--- src/hw/shutter_pkg.sv ---
// Constants, register map and types of the blind and shutter drive control
package shutter_pkg;
  // Register bus geometry and field widths
  localparam int ADDR_W = 8;
  localparam int DATA_W = 32;
  localparam int TIME_W = 16;
  localparam int CNT_W  = 17;
  localparam int POS_W  = 8;
  localparam int NUM_W  = 6;
  localparam int IRQ_W  = 4;

  // Register byte offsets
  localparam logic [ADDR_W-1:0] OFF_CTRL      = 8'h00;
  localparam logic [ADDR_W-1:0] OFF_CMD       = 8'h04;
  localparam logic [ADDR_W-1:0] OFF_TRAVEL    = 8'h08;
  localparam logic [ADDR_W-1:0] OFF_OVERFLOW  = 8'h0C;
  localparam logic [ADDR_W-1:0] OFF_SLAT      = 8'h10;
  localparam logic [ADDR_W-1:0] OFF_REVERSE   = 8'h14;
  localparam logic [ADDR_W-1:0] OFF_SAFE_CFG  = 8'h18;
  localparam logic [ADDR_W-1:0] OFF_SAFE      = 8'h1C;
  localparam logic [ADDR_W-1:0] OFF_SCENE     = 8'h20;
  localparam logic [ADDR_W-1:0] OFF_GOTO      = 8'h24;
  localparam logic [ADDR_W-1:0] OFF_STATUS    = 8'h28;
  localparam logic [ADDR_W-1:0] OFF_IRQ_STAT  = 8'h2C;
  localparam logic [ADDR_W-1:0] OFF_IRQ_MASK  = 8'h30;
  localparam logic [ADDR_W-1:0] OFF_SLOT_BASE = 8'h40;

  // Command codes written to the command register
  localparam logic [2:0] CMD_UP        = 3'h1;
  localparam logic [2:0] CMD_DOWN      = 3'h2;
  localparam logic [2:0] CMD_STOP      = 3'h3;
  localparam logic [2:0] CMD_STEP_UP   = 3'h4;
  localparam logic [2:0] CMD_STEP_DOWN = 3'h5;

  // Safety actions
  localparam logic [1:0] SAFE_UP   = 2'h0;
  localparam logic [1:0] SAFE_DOWN = 2'h1;
  localparam logic [1:0] SAFE_STOP = 2'h2;
  localparam logic [1:0] SAFE_KEEP = 2'h3;

  // Limit status codes
  localparam logic [1:0] LIM_BETWEEN = 2'h0;
  localparam logic [1:0] LIM_LOWER   = 2'h1;
  localparam logic [1:0] LIM_UPPER   = 2'h2;
  localparam logic [1:0] LIM_UNDEF   = 2'h3;

  // Field positions
  localparam int CTRL_BLIND_BIT  = 0;
  localparam int SAFE_ACT_LSB    = 0;
  localparam int SAFE_POS_LSB    = 8;
  localparam int SCENE_STORE_BIT = 7;
  localparam int SLOT_EN_BIT     = 7;
  localparam int SLOT_POS_LSB    = 8;
  localparam int ST_LIM_LSB      = 8;
  localparam int ST_UP_BIT       = 10;
  localparam int ST_DOWN_BIT     = 11;
  localparam int ST_SAFE_BIT     = 12;
  localparam int ST_SLAT_BIT     = 13;
  localparam int IRQ_DONE_BIT    = 0;
  localparam int IRQ_LIMIT_BIT   = 1;
  localparam int IRQ_STORE_BIT   = 2;
  localparam int IRQ_SAFE_BIT    = 3;

  // Positions: 00 is fully up, FF fully down
  localparam logic [POS_W-1:0] POS_TOP    = 8'h00;
  localparam logic [POS_W-1:0] POS_BOTTOM = 8'hFF;

  // Reset values, times in ticks
  localparam logic [TIME_W-1:0] TRAVEL_RST   = 16'h7530;
  localparam logic [TIME_W-1:0] OVERFLOW_RST = 16'h07D0;
  localparam logic [TIME_W-1:0] SLAT_RST     = 16'h0064;
  localparam logic [TIME_W-1:0] REVERSE_RST  = 16'h01F4;
  localparam logic [1:0]        SAFE_ACT_RST = 2'h2;

  // Timing tick
  localparam int CLK_FREQ_HZ = 125000000;
  localparam int TICK_US     = 1000;
  localparam int TICK_CYCLES = (CLK_FREQ_HZ / 1000000) * TICK_US;

  typedef enum logic [1:0] {ST_IDLE, ST_REVERSE, ST_RUN} motor_state_type;
  typedef enum logic [1:0] {OP_STOP, OP_MOVE, OP_STEP, OP_GOTO} op_type;
endpackage

--- src/hw/shutter_drive.sv ---
// Blind and shutter drive control with APB registers
`timescale 1ns/10ps

// What this block does
// - Blind mode has slats, shutter mode none
// - UP or DOWN energises that contact
// - Travel runs until STOP or timeout
// - Contact held for travel plus overflow
// - Position estimated from travel time
// - Down closes slats, up opens them
// - STEP energises for slat duration only
// - Reversal waits with both contacts off
// - Up and down contacts never both on
// - Safety start runs configured action
// - Safety release moves to set position
// - Scene telegram is one byte, values local
// - Scene number sent as number minus one
// - Only matching scene numbers are acted on
// - Recall moves to stored value, store saves
// - Limit status 00 between,01 low,10 up,11 undefined
module shutter_drive
  import shutter_pkg::*;
#(
  parameter int unsigned TICK_CYC   = TICK_CYCLES,
  parameter int unsigned NUM_SCENES = 4
) (
  input  wire logic                      I_CORE_CLK,
  input  wire logic                      I_SYS_RST,
  input  wire logic                      I_PSEL,
  input  wire logic                      I_PENABLE,
  input  wire logic                      I_PWRITE,
  input  wire logic [shutter_pkg::ADDR_W-1:0] I_PADDR,
  input  wire logic [shutter_pkg::DATA_W-1:0] I_PWDATA,
  output logic      [shutter_pkg::DATA_W-1:0] O_PRDATA,
  output logic                           O_PREADY,
  output logic                           O_PSLVERR,
  input  wire logic                      I_END_UP,
  input  wire logic                      I_END_DOWN,
  output logic                           O_CONTACT_UP,
  output logic                           O_CONTACT_DOWN,
  output logic      [1:0]                O_LIMIT_STATUS,
  output logic                           O_IRQ
);
  import shutter_pkg::*;

  // Slot index from a slot register address
  function automatic int unsigned slot_of(input logic [ADDR_W-1:0] a);
    slot_of = int'((a - OFF_SLOT_BASE) >> 2);
  endfunction

  // Configuration and state registers
  logic                  blind_reg;
  logic [TIME_W-1:0]     travel_reg;
  logic [TIME_W-1:0]     overflow_reg;
  logic [TIME_W-1:0]     slat_reg;
  logic [TIME_W-1:0]     reverse_reg;
  logic [1:0]            safe_act_reg;
  logic [POS_W-1:0]      safe_pos_reg;
  logic                  safe_reg;
  logic                  safe_prev_reg;
  logic [IRQ_W-1:0]      irq_stat_reg;
  logic [IRQ_W-1:0]      irq_mask_reg;
  logic [NUM_W-1:0]      slot_num_reg [NUM_SCENES];
  logic                  slot_en_reg  [NUM_SCENES];
  logic [POS_W-1:0]      slot_pos_reg [NUM_SCENES];
  motor_state_type       state_reg, state_next;
  op_type                op_reg, op_next;
  logic                  dir_reg, dir_next;
  logic                  last_dir_reg, last_dir_next;
  logic [CNT_W-1:0]      cnt_reg, cnt_next;
  logic [CNT_W-1:0]      limit_reg, limit_next;
  logic [POS_W-1:0]      goal_reg, goal_next;
  logic [POS_W-1:0]      pos_reg, pos_next;
  logic [CNT_W-1:0]      acc_reg, acc_next;
  logic                  known_reg, known_next;
  logic                  slat_reg_closed, slat_next;
  logic                  pend_reg;
  op_type                pend_op_reg;
  logic                  pend_dir_reg;
  logic [POS_W-1:0]      pend_goal_reg;
  logic                  ev_done, ev_limit;
  logic [DATA_W-1:0]     rd_next;
  logic                  err_next;
  logic                  tick;

  tick_gen #(.CYCLES(TICK_CYC)) u_tick (
    .i_clk  (I_CORE_CLK),
    .i_rst  (I_SYS_RST),
    .o_tick (tick)
  );

  // APB phase and address decode
  wire setup    = I_PSEL & ~I_PENABLE;
  wire wr_en    = I_PSEL & I_PENABLE & I_PWRITE & O_PREADY;
  wire slot_hit = (I_PADDR >= OFF_SLOT_BASE) && (I_PADDR[1:0] == 2'h0) &&
                  (slot_of(I_PADDR) < NUM_SCENES);
  wire [2:0] cmd_code  = I_PWDATA[2:0];
  wire wr_cmd   = wr_en & (I_PADDR == OFF_CMD) & ~safe_reg;
  wire wr_goto  = wr_en & (I_PADDR == OFF_GOTO) & ~safe_reg;
  wire wr_scene = wr_en & (I_PADDR == OFF_SCENE);

  // Scene telegram: store flag and bus-coded number
  wire                 scene_store = I_PWDATA[SCENE_STORE_BIT];
  wire [NUM_W-1:0]     scene_num   = I_PWDATA[NUM_W-1:0];
  logic [NUM_SCENES-1:0] scene_hit;
  logic [POS_W-1:0]      recall_pos;

  // Slot match per scene slot
  genvar g;
  generate
    for (g = 0; g < NUM_SCENES; g++) begin : g_match
      assign scene_hit[g] = slot_en_reg[g] && (slot_num_reg[g] == scene_num);
    end
  endgenerate

  // First matching slot supplies the recalled position
  always_comb begin
    recall_pos = POS_TOP;
    for (int i = NUM_SCENES - 1; i >= 0; i--) begin
      if (scene_hit[i]) begin
        recall_pos = slot_pos_reg[i];
      end
    end
  end

  wire do_recall = wr_scene & ~scene_store & (|scene_hit) & ~safe_reg;
  wire do_store  = wr_scene & scene_store & (|scene_hit);
  wire safe_rise = safe_reg & ~safe_prev_reg;
  wire safe_fall = ~safe_reg & safe_prev_reg;

  // Request selection, safety first
  wire   req_safe  = safe_rise & (safe_act_reg != SAFE_KEEP);
  wire   step_ok   = blind_reg & ((cmd_code == CMD_STEP_UP) | (cmd_code == CMD_STEP_DOWN));
  wire   cmd_ok    = (cmd_code == CMD_UP) | (cmd_code == CMD_DOWN) |
                     (cmd_code == CMD_STOP) | step_ok;
  wire   req_valid = req_safe | safe_fall | do_recall | (wr_cmd & cmd_ok) | wr_goto;
  op_type req_op;
  logic   req_dir;
  logic [POS_W-1:0] req_goal;

  // Request operation, direction and goal
  always_comb begin
    req_op   = OP_STOP;
    req_dir  = 1'b0;
    req_goal = POS_TOP;
    if (req_safe) begin
      req_op  = (safe_act_reg == SAFE_STOP) ? OP_STOP : OP_MOVE;
      req_dir = (safe_act_reg == SAFE_DOWN);
    end else if (safe_fall) begin
      req_op   = OP_GOTO;
      req_goal = safe_pos_reg;
    end else if (do_recall) begin
      req_op   = OP_GOTO;
      req_goal = recall_pos;
    end else if (wr_goto) begin
      req_op   = OP_GOTO;
      req_goal = I_PWDATA[POS_W-1:0];
    end else begin
      req_op  = (cmd_code == CMD_STOP) ? OP_STOP :
                (step_ok ? OP_STEP : OP_MOVE);
      req_dir = (cmd_code == CMD_DOWN) | (cmd_code == CMD_STEP_DOWN);
    end
  end

  // Resolution of the pending request at a tick
  wire goal_end   = (pend_goal_reg == POS_TOP) | (pend_goal_reg == POS_BOTTOM);
  wire goto_dir   = (pend_goal_reg > pos_reg);
  wire start_dir  = (pend_op_reg == OP_GOTO) ? (goal_end ? pend_goal_reg[0] : goto_dir)
                                             : pend_dir_reg;
  wire goto_here  = (pend_op_reg == OP_GOTO) & ~goal_end & (pend_goal_reg == pos_reg);
  wire [CNT_W-1:0] full_lim = {1'b0, travel_reg} + {1'b0, overflow_reg};
  wire [CNT_W-1:0] start_lim = (pend_op_reg == OP_STEP) ? {1'b0, slat_reg} : full_lim;
  wire [CNT_W-1:0] cnt_inc  = cnt_reg + CNT_W'(1);
  wire [CNT_W-1:0] acc_sum  = acc_reg + CNT_W'(POS_BOTTOM);
  wire             pos_step = (acc_sum >= {1'b0, travel_reg});
  wire             end_hit  = dir_reg ? I_END_DOWN : I_END_UP;
  wire [POS_W-1:0] end_pos  = dir_reg ? POS_BOTTOM : POS_TOP;

  // Drive state machine, advanced on the timing tick
  always_comb begin
    state_next    = state_reg;
    op_next       = op_reg;
    dir_next      = dir_reg;
    last_dir_next = last_dir_reg;
    cnt_next      = cnt_reg;
    limit_next    = limit_reg;
    goal_next     = goal_reg;
    pos_next      = pos_reg;
    acc_next      = acc_reg;
    known_next    = known_reg;
    slat_next     = slat_reg_closed;
    ev_done       = 1'b0;
    ev_limit      = 1'b0;
    if (tick && pend_reg) begin
      cnt_next = '0;
      if (pend_op_reg == OP_STOP || goto_here) begin
        state_next = ST_IDLE;
      end else begin
        op_next    = (pend_op_reg == OP_GOTO && goal_end) ? OP_MOVE : pend_op_reg;
        dir_next   = start_dir;
        limit_next = start_lim;
        goal_next  = pend_goal_reg;
        if (start_dir != last_dir_reg) begin
          state_next = ST_REVERSE;
        end else begin
          state_next = ST_RUN;
          slat_next  = blind_reg & start_dir;
        end
      end
    end else if (tick) begin
      unique case (state_reg)
        ST_IDLE: begin
        end
        ST_REVERSE: begin
          cnt_next = cnt_inc;
          if (cnt_inc >= {1'b0, reverse_reg}) begin
            state_next    = ST_RUN;
            cnt_next      = '0;
            last_dir_next = dir_reg;
            slat_next     = blind_reg & dir_reg;
          end
        end
        ST_RUN: begin
          cnt_next = cnt_inc;
          acc_next = pos_step ? acc_sum - {1'b0, travel_reg} : acc_sum;
          if (pos_step && pos_reg != end_pos) begin
            pos_next = dir_reg ? pos_reg + POS_W'(1) : pos_reg - POS_W'(1);
          end
          if (end_hit) begin
            pos_next   = end_pos;
            known_next = 1'b1;
            ev_limit   = ~known_reg | (pos_reg != end_pos);
          end
          if (cnt_inc >= limit_reg) begin
            state_next = ST_IDLE;
            ev_done    = 1'b1;
            if (op_reg == OP_MOVE) begin
              pos_next   = end_pos;
              known_next = 1'b1;
            end
          end else if (op_reg == OP_GOTO && pos_next == goal_reg) begin
            state_next = ST_IDLE;
            ev_done    = 1'b1;
          end
        end
      endcase
    end
  end

  // Contacts follow run state and one direction bit only
  wire up_next   = (state_next == ST_RUN) & ~dir_next;
  wire down_next = (state_next == ST_RUN) & dir_next;
  wire [1:0] lim_next = ~known_next ? LIM_UNDEF :
                        (pos_next == POS_BOTTOM) ? LIM_LOWER :
                        (pos_next == POS_TOP) ? LIM_UPPER : LIM_BETWEEN;

  // Interrupt status: hardware set wins over write-one clear
  wire [IRQ_W-1:0] events = {safe_rise | safe_fall, do_store, ev_limit, ev_done};
  wire [IRQ_W-1:0] w1c    = (wr_en && I_PADDR == OFF_IRQ_STAT) ? I_PWDATA[IRQ_W-1:0] : '0;
  wire [IRQ_W-1:0] irq_stat_next = (irq_stat_reg & ~w1c) | events;
  wire [IRQ_W-1:0] irq_mask_next = (wr_en && I_PADDR == OFF_IRQ_MASK) ?
                                   I_PWDATA[IRQ_W-1:0] : irq_mask_reg;

  // Read data mux
  always_comb begin
    rd_next  = '0;
    err_next = 1'b0;
    if (slot_hit) begin
      rd_next[NUM_W-1:0]                 = slot_num_reg[slot_of(I_PADDR)];
      rd_next[SLOT_EN_BIT]               = slot_en_reg[slot_of(I_PADDR)];
      rd_next[SLOT_POS_LSB +: POS_W]     = slot_pos_reg[slot_of(I_PADDR)];
    end else begin
      unique case (I_PADDR)
        OFF_CTRL:     rd_next[CTRL_BLIND_BIT] = blind_reg;
        OFF_CMD:      rd_next = '0;
        OFF_SCENE:    rd_next = '0;
        OFF_TRAVEL:   rd_next[TIME_W-1:0] = travel_reg;
        OFF_OVERFLOW: rd_next[TIME_W-1:0] = overflow_reg;
        OFF_SLAT:     rd_next[TIME_W-1:0] = slat_reg;
        OFF_REVERSE:  rd_next[TIME_W-1:0] = reverse_reg;
        OFF_SAFE_CFG: rd_next = {16'h0000, safe_pos_reg, 6'h00, safe_act_reg};
        OFF_SAFE:     rd_next[0] = safe_reg;
        OFF_GOTO:     rd_next[POS_W-1:0] = goal_reg;
        OFF_STATUS: begin
          rd_next[POS_W-1:0]          = pos_reg;
          rd_next[ST_LIM_LSB +: 2]    = O_LIMIT_STATUS;
          rd_next[ST_UP_BIT]          = O_CONTACT_UP;
          rd_next[ST_DOWN_BIT]        = O_CONTACT_DOWN;
          rd_next[ST_SAFE_BIT]        = safe_reg;
          rd_next[ST_SLAT_BIT]        = slat_reg_closed;
        end
        OFF_IRQ_STAT: rd_next[IRQ_W-1:0] = irq_stat_reg;
        OFF_IRQ_MASK: rd_next[IRQ_W-1:0] = irq_mask_reg;
        default:      err_next = 1'b1;
      endcase
    end
  end

  // APB answer: ready in the access cycle after every setup
  always_ff @(posedge I_CORE_CLK or posedge I_SYS_RST) begin
    if (I_SYS_RST) begin
      O_PREADY  <= 1'b0;
      O_PSLVERR <= 1'b0;
      O_PRDATA  <= '0;
    end else begin
      O_PREADY  <= setup;
      O_PSLVERR <= setup & err_next;
      O_PRDATA  <= (setup & ~I_PWRITE) ? rd_next : '0;
    end
  end

  // Configuration registers written by software
  always_ff @(posedge I_CORE_CLK or posedge I_SYS_RST) begin
    if (I_SYS_RST) begin
      blind_reg    <= 1'b1;
      travel_reg   <= TRAVEL_RST;
      overflow_reg <= OVERFLOW_RST;
      slat_reg     <= SLAT_RST;
      reverse_reg  <= REVERSE_RST;
      safe_act_reg <= SAFE_ACT_RST;
      safe_pos_reg <= POS_TOP;
      safe_reg     <= 1'b0;
    end else if (wr_en) begin
      unique case (I_PADDR)
        OFF_CTRL:     blind_reg    <= I_PWDATA[CTRL_BLIND_BIT];
        OFF_TRAVEL:   travel_reg   <= I_PWDATA[TIME_W-1:0];
        OFF_OVERFLOW: overflow_reg <= I_PWDATA[TIME_W-1:0];
        OFF_SLAT:     slat_reg     <= I_PWDATA[TIME_W-1:0];
        OFF_REVERSE:  reverse_reg  <= I_PWDATA[TIME_W-1:0];
        OFF_SAFE_CFG: begin
          safe_act_reg <= I_PWDATA[SAFE_ACT_LSB +: 2];
          safe_pos_reg <= I_PWDATA[SAFE_POS_LSB +: POS_W];
        end
        OFF_SAFE:     safe_reg     <= I_PWDATA[0];
        default: begin
        end
      endcase
    end
  end

  // Scene slots: software setup, hardware store of current position
  generate
    for (g = 0; g < NUM_SCENES; g++) begin : g_slot
      wire wr_slot = wr_en & slot_hit & (slot_of(I_PADDR) == g);
      always_ff @(posedge I_CORE_CLK or posedge I_SYS_RST) begin
        if (I_SYS_RST) begin
          slot_num_reg[g] <= '0;
          slot_en_reg[g]  <= 1'b0;
          slot_pos_reg[g] <= POS_TOP;
        end else if (do_store && scene_hit[g]) begin
          slot_pos_reg[g] <= pos_reg;
        end else if (wr_slot) begin
          slot_num_reg[g] <= I_PWDATA[NUM_W-1:0];
          slot_en_reg[g]  <= I_PWDATA[SLOT_EN_BIT];
          slot_pos_reg[g] <= I_PWDATA[SLOT_POS_LSB +: POS_W];
        end
      end
    end
  endgenerate

  // Pending request, newest wins, consumed on the tick
  always_ff @(posedge I_CORE_CLK or posedge I_SYS_RST) begin
    if (I_SYS_RST) begin
      pend_reg      <= 1'b0;
      pend_op_reg   <= OP_STOP;
      pend_dir_reg  <= 1'b0;
      pend_goal_reg <= POS_TOP;
      safe_prev_reg <= 1'b0;
    end else begin
      safe_prev_reg <= safe_reg;
      if (req_valid) begin
        pend_reg      <= 1'b1;
        pend_op_reg   <= req_op;
        pend_dir_reg  <= req_dir;
        pend_goal_reg <= req_goal;
      end else if (tick) begin
        pend_reg <= 1'b0;
      end
    end
  end

  // Drive state, position and outputs
  always_ff @(posedge I_CORE_CLK or posedge I_SYS_RST) begin
    if (I_SYS_RST) begin
      state_reg       <= ST_IDLE;
      op_reg          <= OP_STOP;
      dir_reg         <= 1'b0;
      last_dir_reg    <= 1'b0;
      cnt_reg         <= '0;
      limit_reg       <= '0;
      goal_reg        <= POS_TOP;
      pos_reg         <= POS_TOP;
      acc_reg         <= '0;
      known_reg       <= 1'b0;
      slat_reg_closed <= 1'b0;
      O_CONTACT_UP    <= 1'b0;
      O_CONTACT_DOWN  <= 1'b0;
      O_LIMIT_STATUS  <= LIM_UNDEF;
    end else begin
      state_reg       <= state_next;
      op_reg          <= op_next;
      dir_reg         <= dir_next;
      last_dir_reg    <= (state_next == ST_RUN) ? dir_next : last_dir_next;
      cnt_reg         <= cnt_next;
      limit_reg       <= limit_next;
      goal_reg        <= goal_next;
      pos_reg         <= pos_next;
      acc_reg         <= acc_next;
      known_reg       <= known_next;
      slat_reg_closed <= slat_next;
      O_CONTACT_UP    <= up_next;
      O_CONTACT_DOWN  <= down_next;
      O_LIMIT_STATUS  <= lim_next;
    end
  end

  // Interrupt registers and masked output
  always_ff @(posedge I_CORE_CLK or posedge I_SYS_RST) begin
    if (I_SYS_RST) begin
      irq_stat_reg <= '0;
      irq_mask_reg <= '0;
      O_IRQ        <= 1'b0;
    end else begin
      irq_stat_reg <= irq_stat_next;
      irq_mask_reg <= irq_mask_next;
      O_IRQ        <= |(irq_stat_next & irq_mask_next);
    end
  end
endmodule

--- src/hw/tick_gen.sv ---
// Timing tick generator for the drive control
`timescale 1ns/10ps
module tick_gen #(
  parameter int unsigned CYCLES = 125000
) (
  input  wire logic i_clk,
  input  wire logic i_rst,
  output logic      o_tick
);
  localparam int W = (CYCLES > 1) ? $clog2(CYCLES) : 1;
  localparam logic [W-1:0] LAST = W'(CYCLES - 1);

  logic [W-1:0] cnt_reg;
  wire          wrap = (cnt_reg == LAST);

  // Free running divider with one-cycle tick
  always_ff @(posedge i_clk or posedge i_rst) begin
    if (i_rst) begin
      cnt_reg <= '0;
      o_tick  <= 1'b0;
    end else begin
      cnt_reg <= wrap ? '0 : cnt_reg + W'(1);
      o_tick  <= wrap;
    end
  end
endmodule

--- config.mk ---
export PLATFORM = sky130hd
export DESIGN_NAME = shutter_drive
export DESIGN_NICKNAME = d
export VERILOG_FILES = /design/src/hw/shutter_pkg.sv /design/src/hw/shutter_drive.sv /design/src/hw/tick_gen.sv
export SDC_FILE = /design/constraint.sdc
export NUM_CORES = 1
export LEC_CHECK = 0
export ABC_AREA = 1
export BUFFER_PORTS_ARGS = -buffer_cell sky130_fd_sc_hd__buf_2
export CELL_PAD_IN_SITES_DETAIL_PLACEMENT = 2
export CELL_PAD_IN_SITES_GLOBAL_PLACEMENT = 2
export CORE_UTILIZATION = 37
export CTS_CLUSTER_DIAMETER = 50
export CTS_CLUSTER_SIZE = 28
export DETAILED_ROUTE_END_ITERATION = 8
export PLACE_DENSITY = 0.78
export SLEW_MARGIN = 20
export SYNTH_ARGS = -nofsm -noshare
export SYNTH_HDL_FRONTEND = slang
export SYNTH_SLANG_ARGS = --single-unit
--- constraint.sdc ---
create_clock -name I_CORE_CLK -period 12.4 [get_ports I_CORE_CLK]
set_input_delay 2.48 -clock I_CORE_CLK [delete_from_list [all_inputs] [get_ports I_CORE_CLK]]
set_output_delay 2.48 -clock I_CORE_CLK [all_outputs]
set_load 0.1 [all_outputs]
==> flow_summary_export.csv <==
group,metric,value,unit
critical_path,crit_top_cell,"sky130_fd_sc_hd__nor3_1",
floorplan,floorplan.io_pins,86,
clocking,cts_repair_resize_count,0,
drt,num_vias,16000,
layout,flow.area_growth_from_synthesis,14.1,%
critical_path,crit_path_start_kind,"register",
placed_design,dp_cells,2712,
drt,firstDrtPassIters,5,
drt,routed_wirelength,66900,um
layout,final-instance-count-excl-fill,2792,
critical_path,crit_arrival,6130,ps
global_routing,met1_usage,35.6,%
global_routing,grt_overflow_total,0,
global_routing,antenna_found_initial,4,
floorplan,start_util,37.7,%
floorplan,dieArea,46100,um^2
critical_path,reg2reg_slack,6770,ps
global_routing,peak_usage_layer_in_the_global_routing_report,"met2",
layout,nNetsFinal,2302,
yosys,ys_dominant_reg_cell,"sky130_fd_sc_hd__dfrtp_1",
global_routing,grt_first_pass_wirelength,104000,um
yosys,synthCells,2113,
placed_design,gpl.final_weighted_congestion,0.883,
yosys,yosys.cell_types.count,66,
floorplan,core_area,44400,um^2
global_routing,grtUsageTotal,29.4,%
timing,setup_viol,0,
layout,number_of_flip_flops_in_the_largest_register,32,
timing,grt_setup_unrepaired,"no",
layout,mostFrequentLayoutCells,"445 x sky130_fd_sc_hd__nand2_1, 277 x sky130_fd_sc_hd__inv_1, 257 x sky130_fd_sc_hd__o21ai_0, 247 x sky130_fd_sc_hd__dfrtp_1, 119 x sky130_fd_sc_hd__nor2_1",
timing,period_needed,5630,ps
floorplan,die_height,215,um
clocking,clock_latency,600,ps
pwr,power.ir.vdd_worst,100,uV
layout,mostFrequentLayoutCell,"sky130_fd_sc_hd__nand2_1",
flow_run,max-cap-violations,0,
timing,finalHoldViolations,0,
layout,fill_cells,5082,
yosys,postSynth.asyncResetShare,100,%
yosys,synth_top_area_cell,"sky130_fd_sc_hd__dfrtp_1",
critical_path,worst_path_largest_cell_delay,420,ps
critical_path,cp_slowest_cell,"sky130_fd_sc_hd__dfrtp_1",
timing,drv_slew,0,
global_routing,grt_max_degree,89,
critical_path,worstRegToRegCells,22,
pwr,fin_total_pwr,0.00231,W
drt,drtAntennaViolNets,0,
yosys,ys_top_cells_by_area,"sky130_fd_sc_hd__dfrtp_1 37%, sky130_fd_sc_hd__nand2_1 10%, sky130_fd_sc_hd__o21ai_0 7.7%",
global_routing,number_of_global_route_vias_before_repair,17600,
yosys,synth_area,16700,um^2
critical_path,critical_path.max_fanout,8,
timing,worst_slew_pin_slew,1030,ps
yosys,synth-seq-cells,273,
timing,setup_total_negative_slack,0,ps
clocking,post_cts.repair.setup_buffers,0,
yosys,synth-seq-area-share,41.0,%
yosys,syn_avg_cell_area,7.92,um^2
clocking,h-tree-depth,2,
status,outcome,"finished clean",
global_routing,routing_usage_on_met3,5.21,%
clocking,ctsRootBufferMaster,"sky130_fd_sc_hd__clkbuf_16",
pwr,power-per-cell-area,121,nW/um^2
yosys,synth_edf_count,0,
timing,max-slew-margin-rel,29.6,%
yosys,yosysTopAreaCellShare,37.0,%
drt,vias_per_instance,5.73,
timing,min_period_over_period,45.4,%
floorplan,num_rows,77,
placed_design,hpwlAfterDp,49500,um
critical_path,worst-endpoint-required,12900,ps
clocking,cts_tree,"done",
timing,worst_skew,36.6,ps
clocking,clock-sinks,273,
critical_path,critical_path.endpoint_type,"register",
clocking,ctsLongestPathBuffers,3,
drt,drt_drc_violations_left,0,
drt,drt_iter0_markers,925,
pwr,leakage,8.93,nW
clocking,clk_pin_slew_worst_paths,60,ps
critical_path,crit_path_cell_trace,"inv_1 > nor3_1 > nand3_1 > nor3_1 > nand3_1 > nor3_1 > nand3_1 > nor2_1 > xor2_1 > inv_1 > ha_1 > nand2_1 > nor3_1 > nor3b_1 > nand4_1 > nand4_1 > nand2_1 > o21ai_0 > inv_1 > a22oi_1 > nand4_1 > o21ai_0",
timing,fmax_achieved,0.178,GHz
drt,wire_per_inst,24.0,um
global_routing,grt_use_met2,49.8,%
floorplan,die-width,215,um
hold_path,worstHoldPathCells,1,
placed_design,io_buffers,53,
yosys,synth_warnings,0,
clocking,cts_hold_buf,0,
critical_path,path_class,"register to register",
clocking,numCtsBuffers,44,
layout,layout-drive-gt1-share,9.91,%
hold_path,hold_path_class,"register to register",
## layer usage
layer / vias up / share of wire, %
li1: 7289 / -
met1: 8182 / 42
met2: 353 / 48
met3: 159 / 4.9
met4: 4 / 5.0
met5: - / 0.030
## metrics by stage
| stage | hold WS, ps | util (%) | setup WS, ps | cell area [um^2] |
|---|---|---|---|---|
| after detailed placement | 466 | 39.6 | 6440 | 17600 |
| after CTS | 477 | 43.0 | 6760 | 19100 |
| after global routing | 495 | 43.0 | 6090 | 19100 |
| after global placement | 449 | 39.6 | 6580 | 17600 |
| final | 470 | 43.0 | 6770 | 19100 |
| after floorplan | 433 | - | 2440 | 16800 |
## logic make-up (layout without fill, tap and decap cells)
group	after synthesis	after routing	share of synthesized area, %
AO/OA/AOI/OAI	557	557	20.1
other	1	17	0.0224
XOR/XNOR	63	63	3.30
AND/OR/NAND/NOR	757	757	19.7
flip-flops	273	273	41.0
adder cells (fa/ha/maj)	89	89	6.79
multiplexers	5	5	0.299
buffers and inverters	368	439	8.72
## path summary, 6_finish.rpt
kind,startpoint,endpoint
worst min register to register,u_tick.cnt_reg[0],u_tick.cnt_reg[0]
max in group asynchronous,I_SYS_RST,slot_pos_reg[20]
worst max register to register,cnt_reg[0],O_LIMIT_STATUS[0]
worst max-delay path,cnt_reg[0],O_LIMIT_STATUS[0]
worst min-delay path,u_tick.cnt_reg[0],u_tick.cnt_reg[0]
min in group asynchronous,I_SYS_RST,slot_num_reg[5]
## power by group
part           switching, W  total (W)  internal, W
Combinational      0.000100   0.000122    0.0000223
Sequential       0.00000896   0.000907     0.000898
Clock              0.000524    0.00128     0.000756
## synthesized netlist by cell type, drive strengths merged (41+ instances only)
cell type  number
nand2         455
inv           281
o21ai         261
dfrtp         247
nor2          127
a21oi          91
ha             86
nand3          82
clkbuf         54
xor2           50
o22ai          48
o221ai         41
## final cells by class
class	instances	area (um^2)	area share (%)
sequential	273	6860	36.0
clock buffer	49	1160	6.08
multi-input combinational	1487	8480	44.4
tap	592	741	3.88
inverter	289	1090	5.72
clock inverter	30	348	1.82
timing repair buffer	71	400	2.10
antenna	1	2.50	0.0131
## worst max-delay path, delay by kind of cell (launching register included)
| kind | cells | cell delay (ps) |
|---|---|---|
| AOI/OAI and AO/OA | 3 | 840 |
| xor gates and xnor gates | 1 | 210 |
| adders and majority gates | 1 | 320 |
| buffers and inverters | 3 | 370 |
| DFF | 1 | 420 |
| and+or+nand+nor | 14 | 3370 |
No activity file was read; power rests on OpenSTA's default activity.
